--- src/logic/pewu_pkg.sv ---
// Constants, state types and pin layout of the power event and wake unit
package pewu_pkg;

    // ********************************************************************
    // Timing
    // ********************************************************************
    localparam int unsigned CLK_HZ       = 25_000_000;
    localparam int unsigned RING_MIN_MS  = 4;
    localparam int unsigned THERMAL_ALARM_IN_MIN_S  = 2;
    localparam int unsigned RST_REL_MS   = 24;
    localparam int unsigned LED_BLINK_HZ = 1;
    localparam int unsigned EDGE_MIN_CYC = 1;
    localparam int unsigned RING_MIN_CYC = (CLK_HZ / 1000) * RING_MIN_MS;
    localparam int unsigned THERMAL_ALARM_IN_MIN_CYC = CLK_HZ * THERMAL_ALARM_IN_MIN_S;
    localparam int unsigned RST_REL_CYC  = (CLK_HZ / 1000) * RST_REL_MS;
    localparam int unsigned LED_HALF_CYC = CLK_HZ / (2 * LED_BLINK_HZ);

    // ********************************************************************
    // Pin and status layout
    // ********************************************************************
    localparam int SRC_BTN   = 0;
    localparam int SRC_WAKE  = 1;
    localparam int SRC_RING  = 2;
    localparam int SRC_THERMAL_ALARM_IN = 3;
    localparam int SRC_EXT   = 4;
    localparam int SRC_ALERT = 5;
    localparam int STS_OVR   = 6;
    localparam int PIN_PGOOD = 6;
    localparam int N_SRC     = 6;
    localparam int N_STS     = 7;
    localparam int N_PIN     = 7;
    // Ring and power good are active high, the rest active low
    localparam logic [N_PIN-1:0] PIN_ACT_LOW = 7'h3B;
    localparam logic [N_STS-1:0] STS_RST     = 7'h00;

    // ********************************************************************
    // Event routing codes and power state
    // ********************************************************************
    typedef logic [2:0] pewu_route_t;
    localparam pewu_route_t RT_NONE  = 3'h0;
    localparam pewu_route_t RT_WAKE  = 3'h1;
    localparam pewu_route_t RT_SLEEP = 3'h2;
    localparam pewu_route_t RT_SCI   = 3'h3;
    localparam pewu_route_t RT_SMI   = 3'h4;
    localparam pewu_route_t RT_GPE   = 3'h5;

    typedef enum logic [1:0] {PWR_OFF, PWR_WORK, PWR_SLEEP} pewu_pwr_e;

endpackage

--- src/logic/pewu_evt_if.sv ---
// Qualified event carrier between an input filter and the event unit
`timescale 1ns/1ps
interface pewu_evt_if;
    logic act;
    logic hit;
    modport src (output act, output hit);
    modport dst (input act, input hit);
endinterface

--- src/logic/pewu_filter.sv ---
// Pin synchroniser and minimum-duration qualifier for one event input
`timescale 1ns/1ps
module pewu_filter
    import pewu_pkg::*;
#(
    parameter int unsigned HOLD_CYC = EDGE_MIN_CYC,
    parameter bit          ACT_LOW  = 1'b1
) (
    // Clock and reset
    input wire logic sys_clk,
    input wire logic rst,
    // Raw pin
    input wire logic pin,
    // Qualified event
    pewu_evt_if.src  ev
);
    localparam int CW = $clog2(HOLD_CYC + 2);
    localparam logic [CW-1:0] HOLD_N = CW'(HOLD_CYC);
    localparam logic [CW-1:0] SAT_N  = CW'(HOLD_CYC + 1);
    localparam logic          IDLE   = ACT_LOW;

    if (HOLD_CYC < 1) begin : g_chk
        $error("pewu_filter: HOLD_CYC must be at least 1");
    end

    logic          s1_r;
    logic          s2_r;
    logic          s3_r;
    logic          lvl_r;
    logic [CW-1:0] cnt_r;
    logic          hit_r;
    logic          act;

    // ********************************************************************
    // Synchroniser
    // ********************************************************************
    // A level change counts only once two late stages agree
    always_ff @(posedge sys_clk) begin
        if (rst) begin
            s1_r  <= IDLE;
            s2_r  <= IDLE;
            s3_r  <= IDLE;
            lvl_r <= IDLE;
        end else begin
            s1_r <= pin;
            s2_r <= s1_r;
            s3_r <= s2_r;
            if (s2_r == s3_r) begin
                lvl_r <= s3_r;
            end
        end
    end

    assign act = lvl_r ^ ACT_LOW;

    // ********************************************************************
    // Duration qualifier
    // ********************************************************************
    // Event needs more than HOLD_CYC active cycles; shorter pulses vanish
    always_ff @(posedge sys_clk) begin
        if (rst || !act) begin
            cnt_r <= '0;
        end else if (cnt_r != SAT_N) begin
            cnt_r <= cnt_r + 1'b1;
        end
    end

    always_ff @(posedge sys_clk) begin
        if (rst) begin
            hit_r <= 1'b0;
        end else begin
            hit_r <= act && (cnt_r == HOLD_N);
        end
    end

    assign ev.act = act;
    assign ev.hit = hit_r;
endmodule

--- src/logic/pewu_top.sv ---
// Power event, wake, LED, supply control and reset release unit
`timescale 1ns/1ps
module pewu_top
    import pewu_pkg::*;
#(
    parameter int unsigned RING_HOLD  = RING_MIN_CYC,
    parameter int unsigned THERMAL_ALARM_IN_HOLD = THERMAL_ALARM_IN_MIN_CYC,
    parameter int unsigned RST_HOLD   = RST_REL_CYC,
    parameter int unsigned LED_HALF   = LED_HALF_CYC
) (
    // Clock and reset
    input  wire logic                   sys_clk,
    input  wire logic                   rst,
    // Event pins
    input  wire logic                   power_button_in,
    input  wire logic                   wake_event_in,
    input  wire logic                   line_call_in,
    input  wire logic                   thermal_alarm_in,
    input  wire logic                   external_mgmt_event_in,
    input  wire logic                   sideband_alert_in,
    input  wire logic                   main_power_good,
    // Control from the system
    input  wire logic [N_SRC-1:0]       src_en,
    input  wire pewu_route_t [N_SRC-1:0] src_route,
    input  wire logic [N_STS-1:0]       status_clr,
    input  wire logic                   power_off_req,
    // Supply and indicator, open drain
    output logic                        supply_on_ctl_n,
    output logic                        supply_on_oe,
    output logic                        sleep_indicator_led,
    output logic                        sleep_indicator_oe,
    // Interrupts and status
    output logic                        os_control_irq,
    output logic                        mgmt_mode_irq,
    output logic                        general_event_irq,
    output logic [N_STS-1:0]            event_status,
    output logic                        cpu_throttle,
    // Resets
    output logic                        cpu_reset,
    output logic                        bus_reset_n
);
    localparam int RCW = $clog2(RST_HOLD + 1);
    localparam int LCW = $clog2(LED_HALF + 1);
    localparam logic [RCW-1:0] RST_N  = RCW'(RST_HOLD);
    localparam logic [LCW-1:0] LED_N1 = LCW'(LED_HALF - 1);
    localparam int unsigned HOLD_TAB [N_PIN] = '{EDGE_MIN_CYC, EDGE_MIN_CYC,
        RING_HOLD, THERMAL_ALARM_IN_HOLD, EDGE_MIN_CYC, EDGE_MIN_CYC, EDGE_MIN_CYC};

    if (RING_HOLD < 1 || THERMAL_ALARM_IN_HOLD < 1 || RST_HOLD < 1 || LED_HALF < 1)
    begin : g_chk
        $error("pewu_top: every hold count must be at least 1");
    end

    logic [N_PIN-1:0] pin_raw;
    logic [N_PIN-1:0] act;
    logic [N_PIN-1:0] hit;
    logic             thermal_alarm_in_d_r;
    logic [N_STS-1:0] set_v;
    logic [N_STS-1:0] status_r;
    logic             wake_any;
    logic             sleep_req;
    pewu_pwr_e        state_r;
    logic             supply_n_r;
    logic             supply_oe_r;
    logic             led_r;
    logic             led_oe_r;
    logic [LCW-1:0]   blink_cnt_r;
    logic             blink_ph_r;
    logic             sci_r;
    logic             smi_r;
    logic             gpe_r;
    logic             sci_nxt;
    logic             smi_nxt;
    logic             gpe_nxt;
    logic             throttle_r;
    logic [RCW-1:0]   rel_cnt_r;
    logic             cpu_rst_r;
    logic             bus_rst_n_r;

    // ********************************************************************
    // Input filters
    // ********************************************************************
    assign pin_raw = {main_power_good, sideband_alert_in,
                      external_mgmt_event_in, thermal_alarm_in,
                      line_call_in, wake_event_in, power_button_in};

    for (genvar i = 0; i < N_PIN; i++) begin : g_pin
        pewu_evt_if ev ();
        pewu_filter #(
            .HOLD_CYC (HOLD_TAB[i]),
            .ACT_LOW  (PIN_ACT_LOW[i])
        ) u_flt (
            .sys_clk (sys_clk),
            .rst     (rst),
            .pin     (pin_raw[i]),
            .ev      (ev)
        );
        assign act[i] = ev.act;
        assign hit[i] = ev.hit;
    end

    // ********************************************************************
    // Sticky event status
    // ********************************************************************
    always_ff @(posedge sys_clk) begin
        if (rst) begin
            thermal_alarm_in_d_r <= 1'b0;
        end else begin
            thermal_alarm_in_d_r <= act[SRC_THERMAL_ALARM_IN];
        end
    end

    // Thermal pending uses the alarm's leading edge; its long hit is override
    always_comb begin
        set_v            = hit[N_STS-1:0] & {1'b0, src_en};
        set_v[SRC_THERMAL_ALARM_IN] = src_en[SRC_THERMAL_ALARM_IN] && act[SRC_THERMAL_ALARM_IN]
                           && !thermal_alarm_in_d_r;
        set_v[STS_OVR]   = hit[SRC_THERMAL_ALARM_IN];
    end

    // Set wins over a clear in the same cycle so no event is lost
    always_ff @(posedge sys_clk) begin
        if (rst) begin
            status_r <= STS_RST;
        end else begin
            status_r <= (status_r & ~status_clr) | set_v;
        end
    end

    // ********************************************************************
    // Power state
    // ********************************************************************
    assign wake_any = (src_en[SRC_BTN] && hit[SRC_BTN])
                    || (src_en[SRC_WAKE] && hit[SRC_WAKE])
                    || (src_en[SRC_RING] && hit[SRC_RING])
                    || (src_en[SRC_ALERT] && hit[SRC_ALERT])
                    || (src_en[SRC_EXT] && hit[SRC_EXT]
                        && src_route[SRC_EXT] == RT_WAKE);
    assign sleep_req = (src_en[SRC_BTN] && hit[SRC_BTN])
                    || (src_en[SRC_EXT] && hit[SRC_EXT]
                        && src_route[SRC_EXT] == RT_SLEEP);

    always_ff @(posedge sys_clk) begin
        if (rst) begin
            state_r <= PWR_OFF;
        end else begin
            unique case (state_r)
                PWR_OFF: begin
                    if (wake_any) state_r <= PWR_WORK;
                end
                PWR_WORK: begin
                    if (power_off_req) state_r <= PWR_OFF;
                    else if (sleep_req) state_r <= PWR_SLEEP;
                end
                PWR_SLEEP: begin
                    if (wake_any) state_r <= PWR_WORK;
                end
                // Spare code: fall back to off rather than hang
                default: begin
                    state_r <= PWR_OFF;
                end
            endcase
        end
    end

    // Open drain: pull low to switch the supply on
    always_ff @(posedge sys_clk) begin
        if (rst) begin
            supply_n_r  <= 1'b1;
            supply_oe_r <= 1'b0;
        end else begin
            supply_n_r  <= (state_r == PWR_OFF);
            supply_oe_r <= (state_r != PWR_OFF);
        end
    end

    // ********************************************************************
    // Sleep indicator blink
    // ********************************************************************
    // Phase restarts on each sleep entry so the LED always starts dark
    always_ff @(posedge sys_clk) begin
        if (rst || state_r != PWR_SLEEP) begin
            blink_cnt_r <= '0;
            blink_ph_r  <= 1'b0;
        end else if (blink_cnt_r == LED_N1) begin
            blink_cnt_r <= '0;
            blink_ph_r  <= !blink_ph_r;
        end else begin
            blink_cnt_r <= blink_cnt_r + 1'b1;
        end
    end

    always_ff @(posedge sys_clk) begin
        if (rst) begin
            led_r    <= 1'b1;
            led_oe_r <= 1'b0;
        end else begin
            led_oe_r <= (state_r == PWR_SLEEP) && blink_ph_r;
            led_r    <= !((state_r == PWR_SLEEP) && blink_ph_r);
        end
    end

    // ********************************************************************
    // Interrupt routing and throttle
    // ********************************************************************
    always_comb begin
        sci_nxt = 1'b0;
        smi_nxt = 1'b0;
        gpe_nxt = 1'b0;
        for (int i = 0; i < N_SRC; i++) begin
            if (status_r[i]) begin
                sci_nxt = sci_nxt || (src_route[i] == RT_SCI);
                smi_nxt = smi_nxt || (src_route[i] == RT_SMI);
                gpe_nxt = gpe_nxt || (src_route[i] == RT_GPE);
            end
        end
    end

    always_ff @(posedge sys_clk) begin
        if (rst) begin
            sci_r <= 1'b0;
            smi_r <= 1'b0;
            gpe_r <= 1'b0;
        end else begin
            sci_r <= sci_nxt;
            smi_r <= smi_nxt;
            gpe_r <= gpe_nxt;
        end
    end

    // Throttling holds until the alarm itself goes away; a qualified
    // override is never lost even if the alarm drops in that same cycle
    always_ff @(posedge sys_clk) begin
        if (rst) begin
            throttle_r <= 1'b0;
        end else if (hit[SRC_THERMAL_ALARM_IN]) begin
            throttle_r <= 1'b1;
        end else if (!act[SRC_THERMAL_ALARM_IN]) begin
            throttle_r <= 1'b0;
        end
    end

    // ********************************************************************
    // Reset release
    // ********************************************************************
    always_ff @(posedge sys_clk) begin
        if (rst || !act[PIN_PGOOD]) begin
            rel_cnt_r <= '0;
        end else if (rel_cnt_r != RST_N) begin
            rel_cnt_r <= rel_cnt_r + 1'b1;
        end
    end

    always_ff @(posedge sys_clk) begin
        if (rst) begin
            cpu_rst_r   <= 1'b1;
            bus_rst_n_r <= 1'b0;
        end else begin
            cpu_rst_r   <= !(act[PIN_PGOOD] && rel_cnt_r == RST_N);
            bus_rst_n_r <= act[PIN_PGOOD] && rel_cnt_r == RST_N;
        end
    end

    assign supply_on_ctl_n     = supply_n_r;
    assign supply_on_oe        = supply_oe_r;
    assign sleep_indicator_led = led_r;
    assign sleep_indicator_oe  = led_oe_r;
    assign os_control_irq      = sci_r;
    assign mgmt_mode_irq       = smi_r;
    assign general_event_irq   = gpe_r;
    assign event_status        = status_r;
    assign cpu_throttle        = throttle_r;
    assign cpu_reset           = cpu_rst_r;
    assign bus_reset_n         = bus_rst_n_r;
endmodule

--- config.mk ---
export PLATFORM = sky130hd
export DESIGN_NAME = pewu_top
export DESIGN_NICKNAME = d
export VERILOG_FILES = /design/src/logic/pewu_pkg.sv /design/src/logic/pewu_evt_if.sv /design/src/logic/pewu_filter.sv /design/src/logic/pewu_top.sv
export SDC_FILE = /design/constraint.sdc
export NUM_CORES = 1
export LEC_CHECK = 0
export BUFFER_PORTS_ARGS = -buffer_cell sky130_fd_sc_hd__buf_2
export CORE_ASPECT_RATIO = 0.75
export CORE_MARGIN = 2
export CORE_UTILIZATION = 50
export DETAILED_ROUTE_END_ITERATION = 10
export PLACE_DENSITY = 0.69
export SETUP_SLACK_MARGIN = 0.05
export SLEW_MARGIN = 40
export SYNTH_ARGS = -nofsm -noshare
export SYNTH_HDL_FRONTEND = slang
export SYNTH_SLANG_ARGS = --single-unit
--- constraint.sdc ---
create_clock -name sys_clk -period 1.9 [get_ports sys_clk]
set_input_delay 0.285 -clock sys_clk [delete_from_list [all_inputs] [get_ports sys_clk]]
set_output_delay 0.285 -clock sys_clk [all_outputs]
set_load 0.05 [all_outputs]
=== Word-level counts from Yosys, hierarchy flattened ===
Cells that the tools add are included.

* Input bits: 41
* Word-level logic and storage cells: 201
* Output and inout bits: 17
* Flip-flop bits (word level): 150

* Multiplexer cells: 24
* Equal/unequal tests: 47
* Add/subtract/negate cells: 8
* Bitwise logic cells: 9
* Reduce and logical (&&, ||, !) cells: 57

{| class="wikitable"
|+ Operators by type and width
! kind !! number
|-
| 3-bit equality test (second input constant) || 12
|-
| 1-bit logical OR || 28
|-
| 26-bit by 1-bit adder with 26-bit output (second input constant) || 1
|-
| 26-bit equality test (second input constant) || 1
|-
| 26-bit inequality test (second input constant) || 1
|-
| 24-bit by 1-bit adder with 24-bit output (second input constant) || 1
|-
| 24-bit equality test (second input constant) || 1
|-
| 3-bit by 2-bit equality test with 1-bit output (second input constant) || 7
|-
| 20-bit by 1-bit adder with 20-bit output (second input constant) || 1
|-
| 20-bit equality test (second input constant) || 1
|-
| 1-bit 2-to-1 mux || 20
|-
| 20-bit inequality test (second input constant) || 1
|-
| 17-bit by 1-bit adder with 17-bit output (second input constant) || 1
|-
| 17-bit equality test (second input constant) || 1
|-
| 1-bit logical AND || 17
|-
| 17-bit inequality test (second input constant) || 1
|-
| 2-bit by 1-bit equality test with 1-bit output (second input constant) || 5
|-
| 2-bit inequality test (second input constant) || 5
|-
| 2-bit by 1-bit adder with 2-bit output (second input constant) || 4
|-
| 7-bit AND || 1
|-
| 1-bit equality test || 7
|-
| 7-bit inverter || 1
|-
| 7-bit bitwise OR || 1
|-
| 6-bit AND || 1
|-
| 12 further kinds || 25
|}

=== Depth between registers and ports, before layout ===
Gate-level depths: netlist (run 1).

* Depth after elaboration: 12
* Mapped depth: 7
* Gate-level depth less buffers: 7

=== Hierarchy ===
A second synthesis (run 1) with hierarchy kept.

* Cell total of the unflattened synthesis: 741
* Area, all modules: 6777.8 sq um

{| class="wikitable"
|+ By module, submodules not included
! module !! seq. area each (sq um) !! area each (sq um) !! instances !! cells each
|-
| pewu_top || 1301.2 || 2991.6 || 1 || 342
|-
| pewu_filter (g_pin[3].u_flt) || 620.6 || 1493.9 || 1 || 172
|-
| pewu_filter (g_pin[0].u_flt ...) || 140.1 || 254.0 || 4 || 23
|-
| pewu_filter (g_pin[2].u_flt) || 440.4 || 1016.0 || 1 || 111
|-
| pewu_filter (g_pin[6].u_flt) || 140.1 || 260.2 || 1 || 24
|}

=== Worst setup path before layout (run 1) ===
No wires, ideal clock.

* Kind: reg2reg
* From: reg blink_cnt_r[0]
* To: reg blink_cnt_r[20]
* Cell stages (with the launch flop): 8
* Required time: 1785 ps
* Data arrival time: 1662 ps
* Slack: 123 ps
* Library setup time: 115 ps
* Clock period less this slack: 1777 ps
* Path buffers: 1
* Path through: dfxtp_1 -> ha_1 -> and4_1 -> nand2_1 -> or4_4 -> nand2_2 -> buf_4 -> nor2_1

* Cells in the longest elaborated chain, start to end: 2
* Elaborated cells between the ends (all ways): 3
* Classes of those cells: add/sub: 1; eq/ne: 1; reduce/logical: 1

{| class="wikitable"
|+ RTL lines
! item !! line !! text
|-
| start, declared || pewu_top.sv:67 || <nowiki>logic [LCW-1:0] blink_cnt_r;</nowiki>
|-
| start signal, assigned || pewu_top.sv:189 || <nowiki>blink_cnt_r <= blink_cnt_r + 1'b1;</nowiki>
|-
| branches (longest 2 deep; another with 24-bit by 1-bit adder with 24-bit output) || -- ||
|}

Several ways; the timed one is not identified.
A chain may end at the register's enable or synchronous reset.

=== Final worst setup path (run 1) ===
* From: reg blink_cnt_r[0]
* To: reg blink_ph_r

* Cells in the longest elaborated chain, start to end: 1

{| class="wikitable"
|+ RTL lines
! item !! line !! text
|-
| 24-bit equality test || pewu_top.sv:185 || <nowiki>end else if (blink_cnt_r == LED_N1) begin</nowiki>
|-
| end signal, assigned || pewu_top.sv:187 || <nowiki>blink_ph_r <= !blink_ph_r;</nowiki>
|-
| end, declared || pewu_top.sv:68 || <nowiki>logic blink_ph_r;</nowiki>
|}

Every way passes these cells.

==> impl_results.md, run 1 <==
- Status: finished clean
- CTS Buf Count: 17
- Post-synth EDFFs: 0
- Clk sink count: 150
- Register area: 3004 µm²
- Max Fanout on Critical Path: 3
- Nets: 836
- RSZ-0062 raised after global routing: false
- DR iter-0 viols: 307
- Critical path endpoint: blink_ph_r
- Router iterations before antenna repair: 4
- RR Startpoint: blink_cnt_r[0]
- Worst-case clock buffer depth: 2
- Syn avg cell area: 9.048 µm²
- Post-Synth Adder-Cell Area: 0.03363
- Crit path from: blink_cnt_r[0]
- Maximum clock frequency: 568.6 MHz
- Post-Layout Cell Count: 958
- Clock skew: 0.008797 ns
- # setup viols final: 0
- Syn_nets: 757
- Worst-Skew Late Latency: 0.41 ns
- Die Footprint: 13,570 µm²
- Pin count of the biggest net entering global routing: 33
- Ports: 58
- P&R area growth vs syn: 20.14%
- Synth Area in Simple Gates: 0.2993
- Area of the core: 12,310 µm²
- Area of the multi-input gates: 3162 µm²
- Critical Path Source Type: flop
- CTS H-Tree Depth: 4
- FF-to-FF path depth: 6
- Fin crit period: 1.759 ns
- DP Cell Count: 924
- FFs w/ async S/R, synth: 0
- Compound-Gate Fraction of Synth Area: 0.05124
- Mapped Cells: 699
- Max Slew Vio Count: 0
- WHS Path Cells: 2
- Routability congestion estimate: 0.8191
- CTS root buffer: clkbuf_16
- Largest family of logic cells by synthesized area: simple AND/OR/NAND/NOR gates
- Pwr dens: 900.9 nW/µm²
- Flops & latches, synth: 150
- Row cnt: 35
- Post-Synthesis Cell Area: 6325 µm²
- Crit path kind: reg -> reg
- Leak pwr: 2.650 nW
- DP HPWL: 9306 µm
- Terminus of the critical flop-to-flop path: blink_ph_r
- Ys Warns: 0
- Worst EP required: 2.20 ns
- Final Hold Violating Endpoints: 0
- # port buffers: 57
- Ys flop type: dfxtp_1
- GRT Resource Usage Total: 0.2009
- Slew margin rel.: 0.7130
- Worst slew pin tran: 0.4305 ns
- Routed Antenna Nets: 0
- Final critical-path setup slack: 0.1414 ns
- Hold crit path type: in -> reg
- Total Power: 0.006845 W
- Initial antenna violation count: 1
- Total of max-cap violations: 0
- Worst setup EP type: flop
- Vias in the first global route: 4,721
- Initial Util: 0.5140
- DR vias: 5,006
- Filler instances: 1,016
- Layout Utilization: 0.6175
- Sequential cell area fraction in the yosys report: 0.4748
- Pre-CTS setup slack: 0.08002 ns
- Arr. time, crit path: 2.06 ns
- Peak VDD IR: 0.6720 mV
- Library cells used by synthesis: 50
- Final period util: 0.9256
- Clock-pin slew on the worst setup and hold paths: 0.06 ns
- Die height: 101.4 µm
- Setup TNS Final: 0 ns
- Mux contribution to synthesized area: 0.004748
- First-pass GRT wire length: 21,950 µm
- Worst R2R Setup Slack: 0.14 ns
- Gr ovfl total: 0
- Residual DRC count: 0
- Xor/xnor cell area share of the yosys netlist: 0.1039
- WL/cell: 13.43 µm
- Die span in x: 133.9 µm
- Share of cells above drive strength 1: 0.1896
- CTS tree: done
- Vias/cell: 5.225
- Final WL: 12,870 µm
==> layout make-up <==
| cell class | count | area share |
|---|---|---|
| timing repair buffer | 78 | 0.05994 |
| tap | 166 | 0.02733 |
| clock buffer | 18 | 0.05780 |
| antenna | 1 | 0.0003293 |
| inverter | 34 | 0.01680 |
| multi-input combinational | 497 | 0.4161 |
| sequential | 150 | 0.3954 |
| clock inverter | 14 | 0.02635 |
==> sequential cells by signal, indices dropped and copies added (netlist names), 2 cells and up <==
| name | flops |
|---|---|
| g_pin.u_flt.cnt_r | 51 |
| g_pin.u_flt.s3_r | 7 |
| g_pin.u_flt.s2_r | 7 |
| g_pin.u_flt.s1_r | 7 |
| g_pin.u_flt.ev.act | 2 |
| g_pin.u_flt.ev.hit | 6 |
| blink_cnt_r | 24 |
| rel_cnt_r | 20 |
| g_pin.u_flt.lvl_r | 5 |
| state_r | 2 |
| event_status | 7 |
==> critical path: stages (launching register included) <==
cell     delay, ns
dfxtp_1       0.36
ha_2          0.22
and4_1        0.21
nand2_1       0.08
or4_4         0.47
xnor2_1       0.16
and2_1        0.16
==> layout by cell type, fill, tap and decap left out, drive strengths merged, types with 5 or more instances in the layout <==
cell    instances
dfxtp         150
nor2          100
buf            78
xnor2          44
nand2          41
nand3          38
inv            36
nor3           32
a21oi          31
xor2           31
clkbuf         18
ha             17
or2            16
nand4          16
nor4           15
and3           13
nor2b          10
nand4b         10
nand2b          9
o21ai           9
and4            8
nor3b           7
or3             7
o21bai          5
clkinv          5
nor4b           5
==> per-layer routing <==
metal / wire [µm] / global-route usage
met5: 0 / 0
met4: 140 / 0.06465
met3: 511 / 0.05005
met2: 5989 / 0.3318
met1: 6226 / 0.2612
==> cell families (layout without fill, tap and decap cells) <==
family / after synthesis / after routing
flip-flops: 150 / 150
XOR/XNOR: 75 / 75
AO/OA/AOI/OAI: 57 / 57
multiplexers: 3 / 3
other: 0 / 1
adder cells (fa/ha/maj): 17 / 17
buffers and inverters: 52 / 144
AND/OR/NAND/NOR: 345 / 345
==> repair_timing <==
item / 4_1_cts / 5_1_grt
endpoints found under the hold margin: 0 / 0
resized for setup: 1 / 10
pin swaps: 0 / 3
setup endpoints to repair: 1 / 37
hold buffers: 0 / 0
buffers inserted: 0 / 1
==> synth_stat cells (2+ instances only) <==
cell | n | share of area
a211oi_1 | 2 | 0.0024
a21oi_1 | 31 | 0.025
a31oi_1 | 3 | 0.0030
and2_1 | 3 | 0.0030
and3_1 | 13 | 0.013
and4_1 | 8 | 0.011
buf_1 | 3 | 0.0018
buf_2 | 2 | 0.0016
buf_4 | 2 | 0.0024
clkbuf_1 | 11 | 0.0065
dfxtp_1 | 150 | 0.47
ha_1 | 17 | 0.034
inv_1 | 34 | 0.020
mux2i_1 | 3 | 0.0047
nand2_1 | 40 | 0.024
nand2b_1 | 9 | 0.0089
nand3_1 | 38 | 0.030
nand3b_1 | 4 | 0.0047
nand4_1 | 14 | 0.014
nand4b_1 | 9 | 0.012
nor2_1 | 100 | 0.059
nor2b_1 | 10 | 0.0099
nor3_1 | 31 | 0.025
nor3b_1 | 7 | 0.0083
nor4_1 | 13 | 0.013
nor4_2 | 2 | 0.0040
nor4b_1 | 4 | 0.0055
nor4bb_1 | 4 | 0.0063
o21ai_0 | 9 | 0.0071
o21bai_1 | 5 | 0.0059
o22ai_1 | 3 | 0.0030
or2_2 | 16 | 0.016
or3_1 | 6 | 0.0059
or3b_2 | 2 | 0.0028
or4_4 | 3 | 0.0053
xnor2_1 | 44 | 0.061
xor2_1 | 31 | 0.043
==> worst min path at each step <==
stage	from	end	slack, ns
finish	wake_event_in	g_pin[1].u_flt.s1_r	0.05
CTS	wake_event_in	g_pin[1].u_flt.s1_r	0.04
global placement	g_pin[1].u_flt.s1_r	g_pin[1].u_flt.s2_r	0.39
global route	wake_event_in	g_pin[1].u_flt.s1_r	0.04
floorplan	power_button_in	g_pin[0].u_flt.s1_r	0.39
detailed placement	g_pin[4].u_flt.s1_r	g_pin[4].u_flt.s2_r	0.40
==> power by group <==
| group | switching, W | internal [W] |
|---|---|---|
| combinational | 0.0000480 | 0.0000541 |
| sequential | 0.00000816 | 0.00316 |
| clock | 0.00132 | 0.00225 |
| total | 0.00138 | 0.00546 |
==> metrics by stage <==
stage	hold slack [ns]	cell area [µm²]
3_3_place_gp	0.3942	6903
5_1_grt	0.04277	7596
6_report	0.05260	7599
2_1_floorplan	0.3888	6325
4_1_cts	0.04098	7545
3_5_place_dp	0.3968	6903
Power figures use the tool's default switching activity.
==> run 2, diff against run 1 <==
- ABC_AREA: not set -> 1
- PLACE_DENSITY: 0.69 -> 0.68
==> run 2 against run 1 <==
Sequential cell count unchanged. Area after synthesis increased by 12%. Routed wire length grew 20%. Clock power fell by 15%. Power down 7.9%. First-iteration DRC count is 24% higher. Register-to-register slack improved by 0.06 ns. Worst setup slack better by 0.057 ns. Non-clock buffer count shrank 14. Largest cell class unchanged. Highest routed layer unchanged.
==> impl_results.md, run 2 <==
- Status: finished clean (unchanged)
- Worst R2R Setup Slack: 0.20 ns (was 0.14 ns)
- CTS Buf Count: 17 (unchanged)
- Die span in x: 141.7 µm (was 133.9 µm)
- DR iter-0 viols: 381 (was 307)
- Sequential cell area fraction in the yosys report: 0.4222 (was 0.4748)
- Clk sink count: 150 (unchanged)
- Max FFs per register: 51 (unchanged)
- Final Hold Violating Endpoints: 0 (unchanged)
- Ports: 58 (unchanged)
- Ys flop type: dfxtp_1 (unchanged)
- FFs w/ async S/R, synth: 0 (unchanged)
- Ys Warns: 0 (unchanged)
- Yosys top cell by area: dfxtp_1 (unchanged)
- Most used cell, CP: nand2_2
- Max incr delay on CP: 0.38 ns (was 0.47 ns)
- # setup viols final: 0 (unchanged)
- Max Slew Vio Count: 0 (unchanged)
- Worst path buffer plus inverter count: 0 (unchanged)
- P&R area growth vs syn: 14.41% (was 20.14%)
- Final period util: 0.8954 (was 0.9256)
- Worst setup EP type: flop (unchanged)
- Worst-Skew Late Latency: 0.43 ns (was 0.41 ns)
- DP HPWL: 11,770 µm (was 9306 µm)
- Die Footprint: 15,210 µm² (was 13,570 µm²)
- Fin crit period: 1.701 ns (was 1.759 ns)
- Commonest non-fill, non-tap cell in the layout: nand2_1 (was dfxtp_1)
- Residual DRC count: 0 (unchanged)
- Vias/cell: 4.867 (was 5.225)
- DR vias: 6,376 (was 5,006)
- Hold crit path type: in -> reg (unchanged)
- Post-synth EDFFs: 0 (unchanged)
- Worst EP required: 2.20 ns (about the same)
- Max Fanout on Critical Path: 24 (was 3)
- Slew margin rel.: 0.6836 (was 0.7130)
- Pwr dens: 774.5 nW/µm² (was 900.9 nW/µm²)
- Final WL: 15,480 µm (was 12,870 µm)
- Worst-case clock buffer depth: 2 (unchanged)
- CP max-delay cell: dfxtp_1 (was or4_4)
- Yosys top cell area share: 0.4222 (was 0.4748)
- Setup TNS Final: 0 ns (unchanged)
- Row cnt: 37 (was 35)
- Leak pwr: 2.943 nW (was 2.650 nW)
- Top cells by count, synth: nand2_1, nor2_1, dfxtp_1 (was dfxtp_1, nor2_1, xnor2_1)
- Top Registers: g_pin.u_flt.cnt_r (51), blink_cnt_r (24), rel_cnt_r (20) (unchanged)
- Pin count of the biggest net entering global routing: 27 (was 33)
- Maximum clock frequency: 587.8 MHz (was 568.6 MHz)
- Initial Util: 0.5156 (was 0.5140)
- Syn avg cell area: 6.781 µm² (was 9.048 µm²)
- Post-CTS setup buffer count: 0 (unchanged)
- GRT Resource Usage Total: 0.2141 (was 0.2009)
- Share of cells above drive strength 1: 0.1102 (was 0.1896)
- Area of the core: 13,800 µm² (was 12,310 µm²)
- Hold slack: 0.03844 ns (was 0.05260 ns)
- Cell family with most CP delay: simple AND/OR/NAND/NOR gates (unchanged)
- Syn_nets: 1,107 (was 757)
- Nets: 1,179 (was 836)
- Post-Synthesis Cell Area: 7113 µm² (was 6325 µm²)
- RSZ-0062 raised after global routing: false (unchanged)
- CTS Hold Bufs: 0 (unchanged)
- Router iterations before antenna repair: 4 (unchanged)
- Routed Antenna Nets: 0 (unchanged)
- Clock-pin slew on the worst setup and hold paths: 0.06 ns (about the same)
- Mapped Cells: 1,049 (was 699)
- CTS tree: done (unchanged)
- Gr ovfl total: 0 (unchanged)
- # port buffers: 57 (unchanged)
- Most flops, register: g_pin.u_flt.cnt_r (unchanged)
- Commonest cells after routing, fill and taps aside: nand2_1, nor2_1, dfxtp_1, inv_1, nand3_1 (was dfxtp_1, nor2_1, buf_2, xnor2_1, nand2_1)
- Peak VDD IR: 0.7797 mV (was 0.6720 mV)
- Top-count cell post-synth: nand2_1 (was dfxtp_1)
- Top cells by area, synth: dfxtp_1, nand2_1, nor2_1, inv_1, nand3_1 (was dfxtp_1, xnor2_1, nor2_1, xor2_1, ha_1)
- Crit path kind: reg -> reg (unchanged)
- CTS H-Tree Depth: 4 (unchanged)
- Routability congestion estimate: 0.8949 (was 0.8191)
- Library cells used by synthesis: 36 (was 50)
- Critical Path Source Type: flop (unchanged)
- Flops & latches, synth: 150 (unchanged)
- Arr. time, crit path: 2.01 ns (was 2.06 ns)
- CTS root buffer: clkbuf_16 (unchanged)
- Die height: 107.3 µm (was 101.4 µm)
- Clock skew: 0.008060 ns (was 0.008797 ns)
- Worst slew pin tran: 0.4746 ns (was 0.4305 ns)
- Vias in the first global route: 5,607 (was 4,721)
- Post-CTS resize count: 0 (was 1)
- Critical-path cell list: ha_1 > nand2_2 > nor2_4 > nand2_1 > nor2_2 > nand2_2 > nand2_4 > nor2_1 (was ha_2 > and4_1 > nand2_1 > or4_4 > xnor2_1 > and2_1)
- Total of max-cap violations: 0 (unchanged)
- Initial antenna violation count: 0 (was 1)
- First-pass GRT wire length: 25,810 µm (was 21,950 µm)
- WL/cell: 11.82 µm (was 13.43 µm)
## run 2: worst paths after layout
path | cells past startpoint | endpoint | startpoint
worst max-delay path | 8 | blink_cnt_r[16] | blink_cnt_r[0]
worst min-delay path | 2 | g_pin[3].u_flt.s1_r | thermal_alarm_in
worst max register to register | 8 | blink_cnt_r[16] | blink_cnt_r[0]
worst min register to register | 2 | g_pin[2].u_flt.s2_r | g_pin[2].u_flt.s1_r
## run 2: layer usage
metal  up-vias  global-route usage  routed length, µm  part of all wire
met5         -                   0                  0                 0
met4         0             0.07071                180             0.012
met3        15             0.04804                708             0.046
met2       113              0.3135               6302              0.41
met1      2793              0.3118               8290              0.54
li1       3455                   -                  -                 -
## run 2: logic make-up after synthesis
group / synth area share
compound gates: 0.08179
xor+xnor: 0.01970
fa+ha+maj: 0.02990
buf+inv: 0.08936
flops: 0.4222
simple gates: 0.3571
## run 2: power breakdown
group          leakage [nW]  internal (W)  total (W)  switching [W]
Combinational          1.47     0.0000483   0.000106      0.0000582
Sequential             1.21       0.00316    0.00317     0.00000571
Clock                 0.259       0.00175    0.00303        0.00127
## run 2: area by class of cell
type / count / area (µm²)
timing repair buffer: 64 / 337.8
inverter: 152 / 570.5
antenna: 1 / 2.502
fill: 1328 / 5658
tap: 175 / 219.0
multi-input combinational: 736 / 3475
sequential: 150 / 3003
clock inverter: 9 / 52.55
clock buffer: 23 / 478.0
## run 2: through the flow
step                total power, W  setup WS (ns)  cells    util  instance area, µm²
floorplan                 0.003281         0.4488   1049       -                7113
global placement          0.003344         0.2919   1277  0.5512                7605
detailed placement        0.003346         0.2352   1277  0.5512                7605
CTS                       0.006366         0.2144   1309  0.5897                8135
global route              0.006526        0.08841   1309  0.5897                8135
finish                    0.006303         0.1987   1310  0.5899                8138
==> run 3, diff against run 2 <==
- CELL_PAD_IN_SITES_DETAIL_PLACEMENT: not set -> 0
- CELL_PAD_IN_SITES_GLOBAL_PLACEMENT: not set -> 1
- CORE_UTILIZATION: 50 -> 43
- PLACE_DENSITY: 0.68 -> not set
- PLACE_DENSITY_LB_ADDON: not set -> 0.1
==> run 3 against run 2 <==
Critical path depth unchanged. Largest cell class unchanged. Final cell count increased by 2.8%. Critical endpoint is now blink_cnt_r[12]. Sequential power about the same.
==> impl_results.md, run 3 (same netlist as run 2, synthesis figures left out) <==
- Residual DRC count: 0 (unchanged)
- Initial antenna violation count: 0 (unchanged)
- RR Startpoint: blink_cnt_r[0] (unchanged)
- Routed Antenna Nets: 0 (unchanged)
- Clock skew: 0.009211 ns (was 0.008060 ns)
- Clk sink count: 150 (unchanged)
- FF-to-FF path depth: 8 (unchanged)
- Comb power frac: 0.017 (about the same)
- Top Registers: g_pin.u_flt.cnt_r (51), blink_cnt_r (24), rel_cnt_r (20) (unchanged)
- Filler instances: 1,656 (was 1,328)
- Worst-Skew Late Latency: 0.42 ns (was 0.43 ns)
- # port buffers: 57 (unchanged)
- Initial Util: 0.4414 (was 0.5156)
- Worst-case clock buffer depth: 2 (unchanged)
- Pin count of the biggest net entering global routing: 25 (was 27)
- Total of max-cap violations: 0 (unchanged)
- Total Power: 0.006385 W (was 0.006303 W)
- Terminus of the critical flop-to-flop path: blink_cnt_r[12] (was blink_cnt_r[16])
- Worst slew pin tran: 0.4705 ns (was 0.4746 ns)
- CTS H-Tree Depth: 4 (unchanged)
- Nets: 1,182 (was 1,179)
- RSZ-0062 raised after global routing: false (unchanged)
- Crit path kind: reg -> reg (unchanged)
- Hold crit path type: in -> reg (unchanged)
- Die height: 115.4 µm (was 107.3 µm)
- Ports: 58 (unchanged)
- Max FFs per register: 51 (unchanged)
- WHS Path Cells: 2 (unchanged)
- Die span in x: 152.5 µm (was 141.7 µm)
- Maximum clock frequency: 642.6 MHz (was 587.8 MHz)
- First-pass GRT wire length: 27,370 µm (was 25,810 µm)
- Area of the core: 16,120 µm² (was 13,800 µm²)
- DP Cell Count: 1,315 (was 1,277)
- Fraction of power spent switching nets: 0.2174 (was 0.2119)
- Critical Path Source Type: flop (unchanged)
- Worst Hold End: g_pin[1].u_flt.s1_r (was g_pin[3].u_flt.s1_r)
- Clock Power Share: 0.486 (was 0.480)
- Post-CTS setup buffer count: 0 (unchanged)
- CTS root buffer: clkbuf_16 (unchanged)
- WL/cell: 11.92 µm (was 11.82 µm)
- DR vias: 6,243 (was 6,376)
- Int Power: 0.004997 W (was 0.004967 W)
- Max Slew Vio Count: 0 (unchanged)
- Arr. time, crit path: 1.86 ns (was 2.01 ns)
- Worst hold start: wake_event_in (was thermal_alarm_in)
- Row cnt: 40 (was 37)
- Die Footprint: 17,600 µm² (was 15,210 µm²)
- Max Fanout on Critical Path: 24 (unchanged)
- P&R area growth vs syn: 15.43% (was 14.41%)
- CTS Hold Bufs: 0 (unchanged)
- Gr ovfl total: 0 (unchanged)
- Leak pwr: 2.966 nW (was 2.943 nW)
- Pwr dens: 777.6 nW/µm² (was 774.5 nW/µm²)
- Setup TNS Final: 0 ns (unchanged)
- Post-Layout Cell Count: 1,347 (was 1,310)
- Peak VDD IR: 0.5181 mV (was 0.7797 mV)
- Worst R2R Setup Slack: 0.34 ns (was 0.20 ns)
- Routability congestion estimate: 0.8014 (was 0.8949)
- Vias/cell: 4.635 (was 4.867)
- Commonest non-fill, non-tap cell in the layout: nand2_1 (unchanged)
- Seq pwr share: 0.496 (was 0.503)
- Final Hold Violating Endpoints: 0 (unchanged)
- # diodes: 0 (was 1)
- DR iter-0 viols: 355 (was 381)
- Final period util: 0.8190 (was 0.8954)
- Commonest cells after routing, fill and taps aside: nand2_1, nor2_1, dfxtp_1, inv_1, nand3_1 (unchanged)
- Fin crit period: 1.556 ns (was 1.701 ns)
- GRT Resource Usage Total: 0.1918 (was 0.2141)
- Vias in the first global route: 5,748 (was 5,607)
- CTS Buf Count: 17 (unchanged)
- Worst setup EP type: flop (unchanged)
- Status: finished clean (unchanged)
- Most flops, register: g_pin.u_flt.cnt_r (unchanged)
- Share of cells above drive strength 1: 0.1143 (was 0.1102)
- DP HPWL: 12,140 µm (was 11,770 µm)
- # setup viols final: 0 (unchanged)
- Final WL: 16,060 µm (was 15,480 µm)
- CTS tree: done (unchanged)
- Slew margin rel.: 0.6852 (was 0.6836)
- Clock-pin slew on the worst setup and hold paths: 0.06 ns (about the same)
- Switching power: 0.001388 W (was 0.001335 W)
- Worst EP required: 2.20 ns (about the same)
- Post-CTS resize count: 0 (unchanged)
- Router iterations before antenna repair: 5 (was 4)
## run 3: power groups by stage
stage               Clock (W)  Sequential [W]  Combinational (W)
floorplan                   0         0.00324          0.0000436
global placement            0         0.00324           0.000111
detailed placement          0         0.00324           0.000110
CTS                   0.00319         0.00317           0.000111
global route          0.00333         0.00317           0.000125
finish                0.00311         0.00317           0.000110
## run 3: area by class of cell
| type | count | area [µm²] | share of cell area |
|---|---|---|---|
| clock buffer | 18 | 429.2 | 0.05227 |
| clock inverter | 14 | 110.1 | 0.01341 |
| inverter | 152 | 570.5 | 0.06949 |
| multi-input combinational | 736 | 3475 | 0.4232 |
| sequential | 150 | 3003 | 0.3657 |
| tap | 210 | 262.8 | 0.03200 |
| timing repair buffer | 67 | 360.3 | 0.04389 |
## run 3: worst max path at each step
stage | startpoint | to | depth (start not counted)
after floorplan | blink_cnt_r[0] | blink_cnt_r[13] | 9
after global routing | g_pin[3].u_flt.cnt_r[0] | g_pin[3].u_flt.cnt_r[22] | 8
after detailed placement | blink_cnt_r[0] | blink_cnt_r[2] | 8
final | blink_cnt_r[0] | blink_cnt_r[12] | 8
after global placement | blink_cnt_r[0] | blink_cnt_r[19] | 8
after CTS | blink_cnt_r[0] | blink_cnt_r[2] | 8
## run 3: layer usage
metal	up-vias	routed length, µm	track usage
met5	-	0	0
met2	105	6250	0.2751
met1	2673	9013	0.2858
met4	0	61	0.05185
met3	4	731	0.04825
li1	3461	-	-
## run 3: stage by stage
step	hold WS [ns]	setup WS, ns	util	cell area (µm²)
after detailed placement	0.3976	0.3200	0.4760	7671
final	0.05314	0.3439	0.5095	8210
after floorplan	0.3883	0.4488	-	7113
after CTS	0.03159	0.3105	0.5095	8210
after global placement	0.3902	0.3675	0.4760	7671
after global routing	0.04506	0.1208	0.5095	8210
## run 3: critical path, cell delays in order, from the launching register on
cell and delay [ns]:
dfxtp_1 0.37, ha_1 0.20, nand2_2 0.08, nor2_4 0.16, nand2_1 0.08, nor2_2 0.14
nand2_2 0.08, nand2_4 0.23, nor2_1 0.09
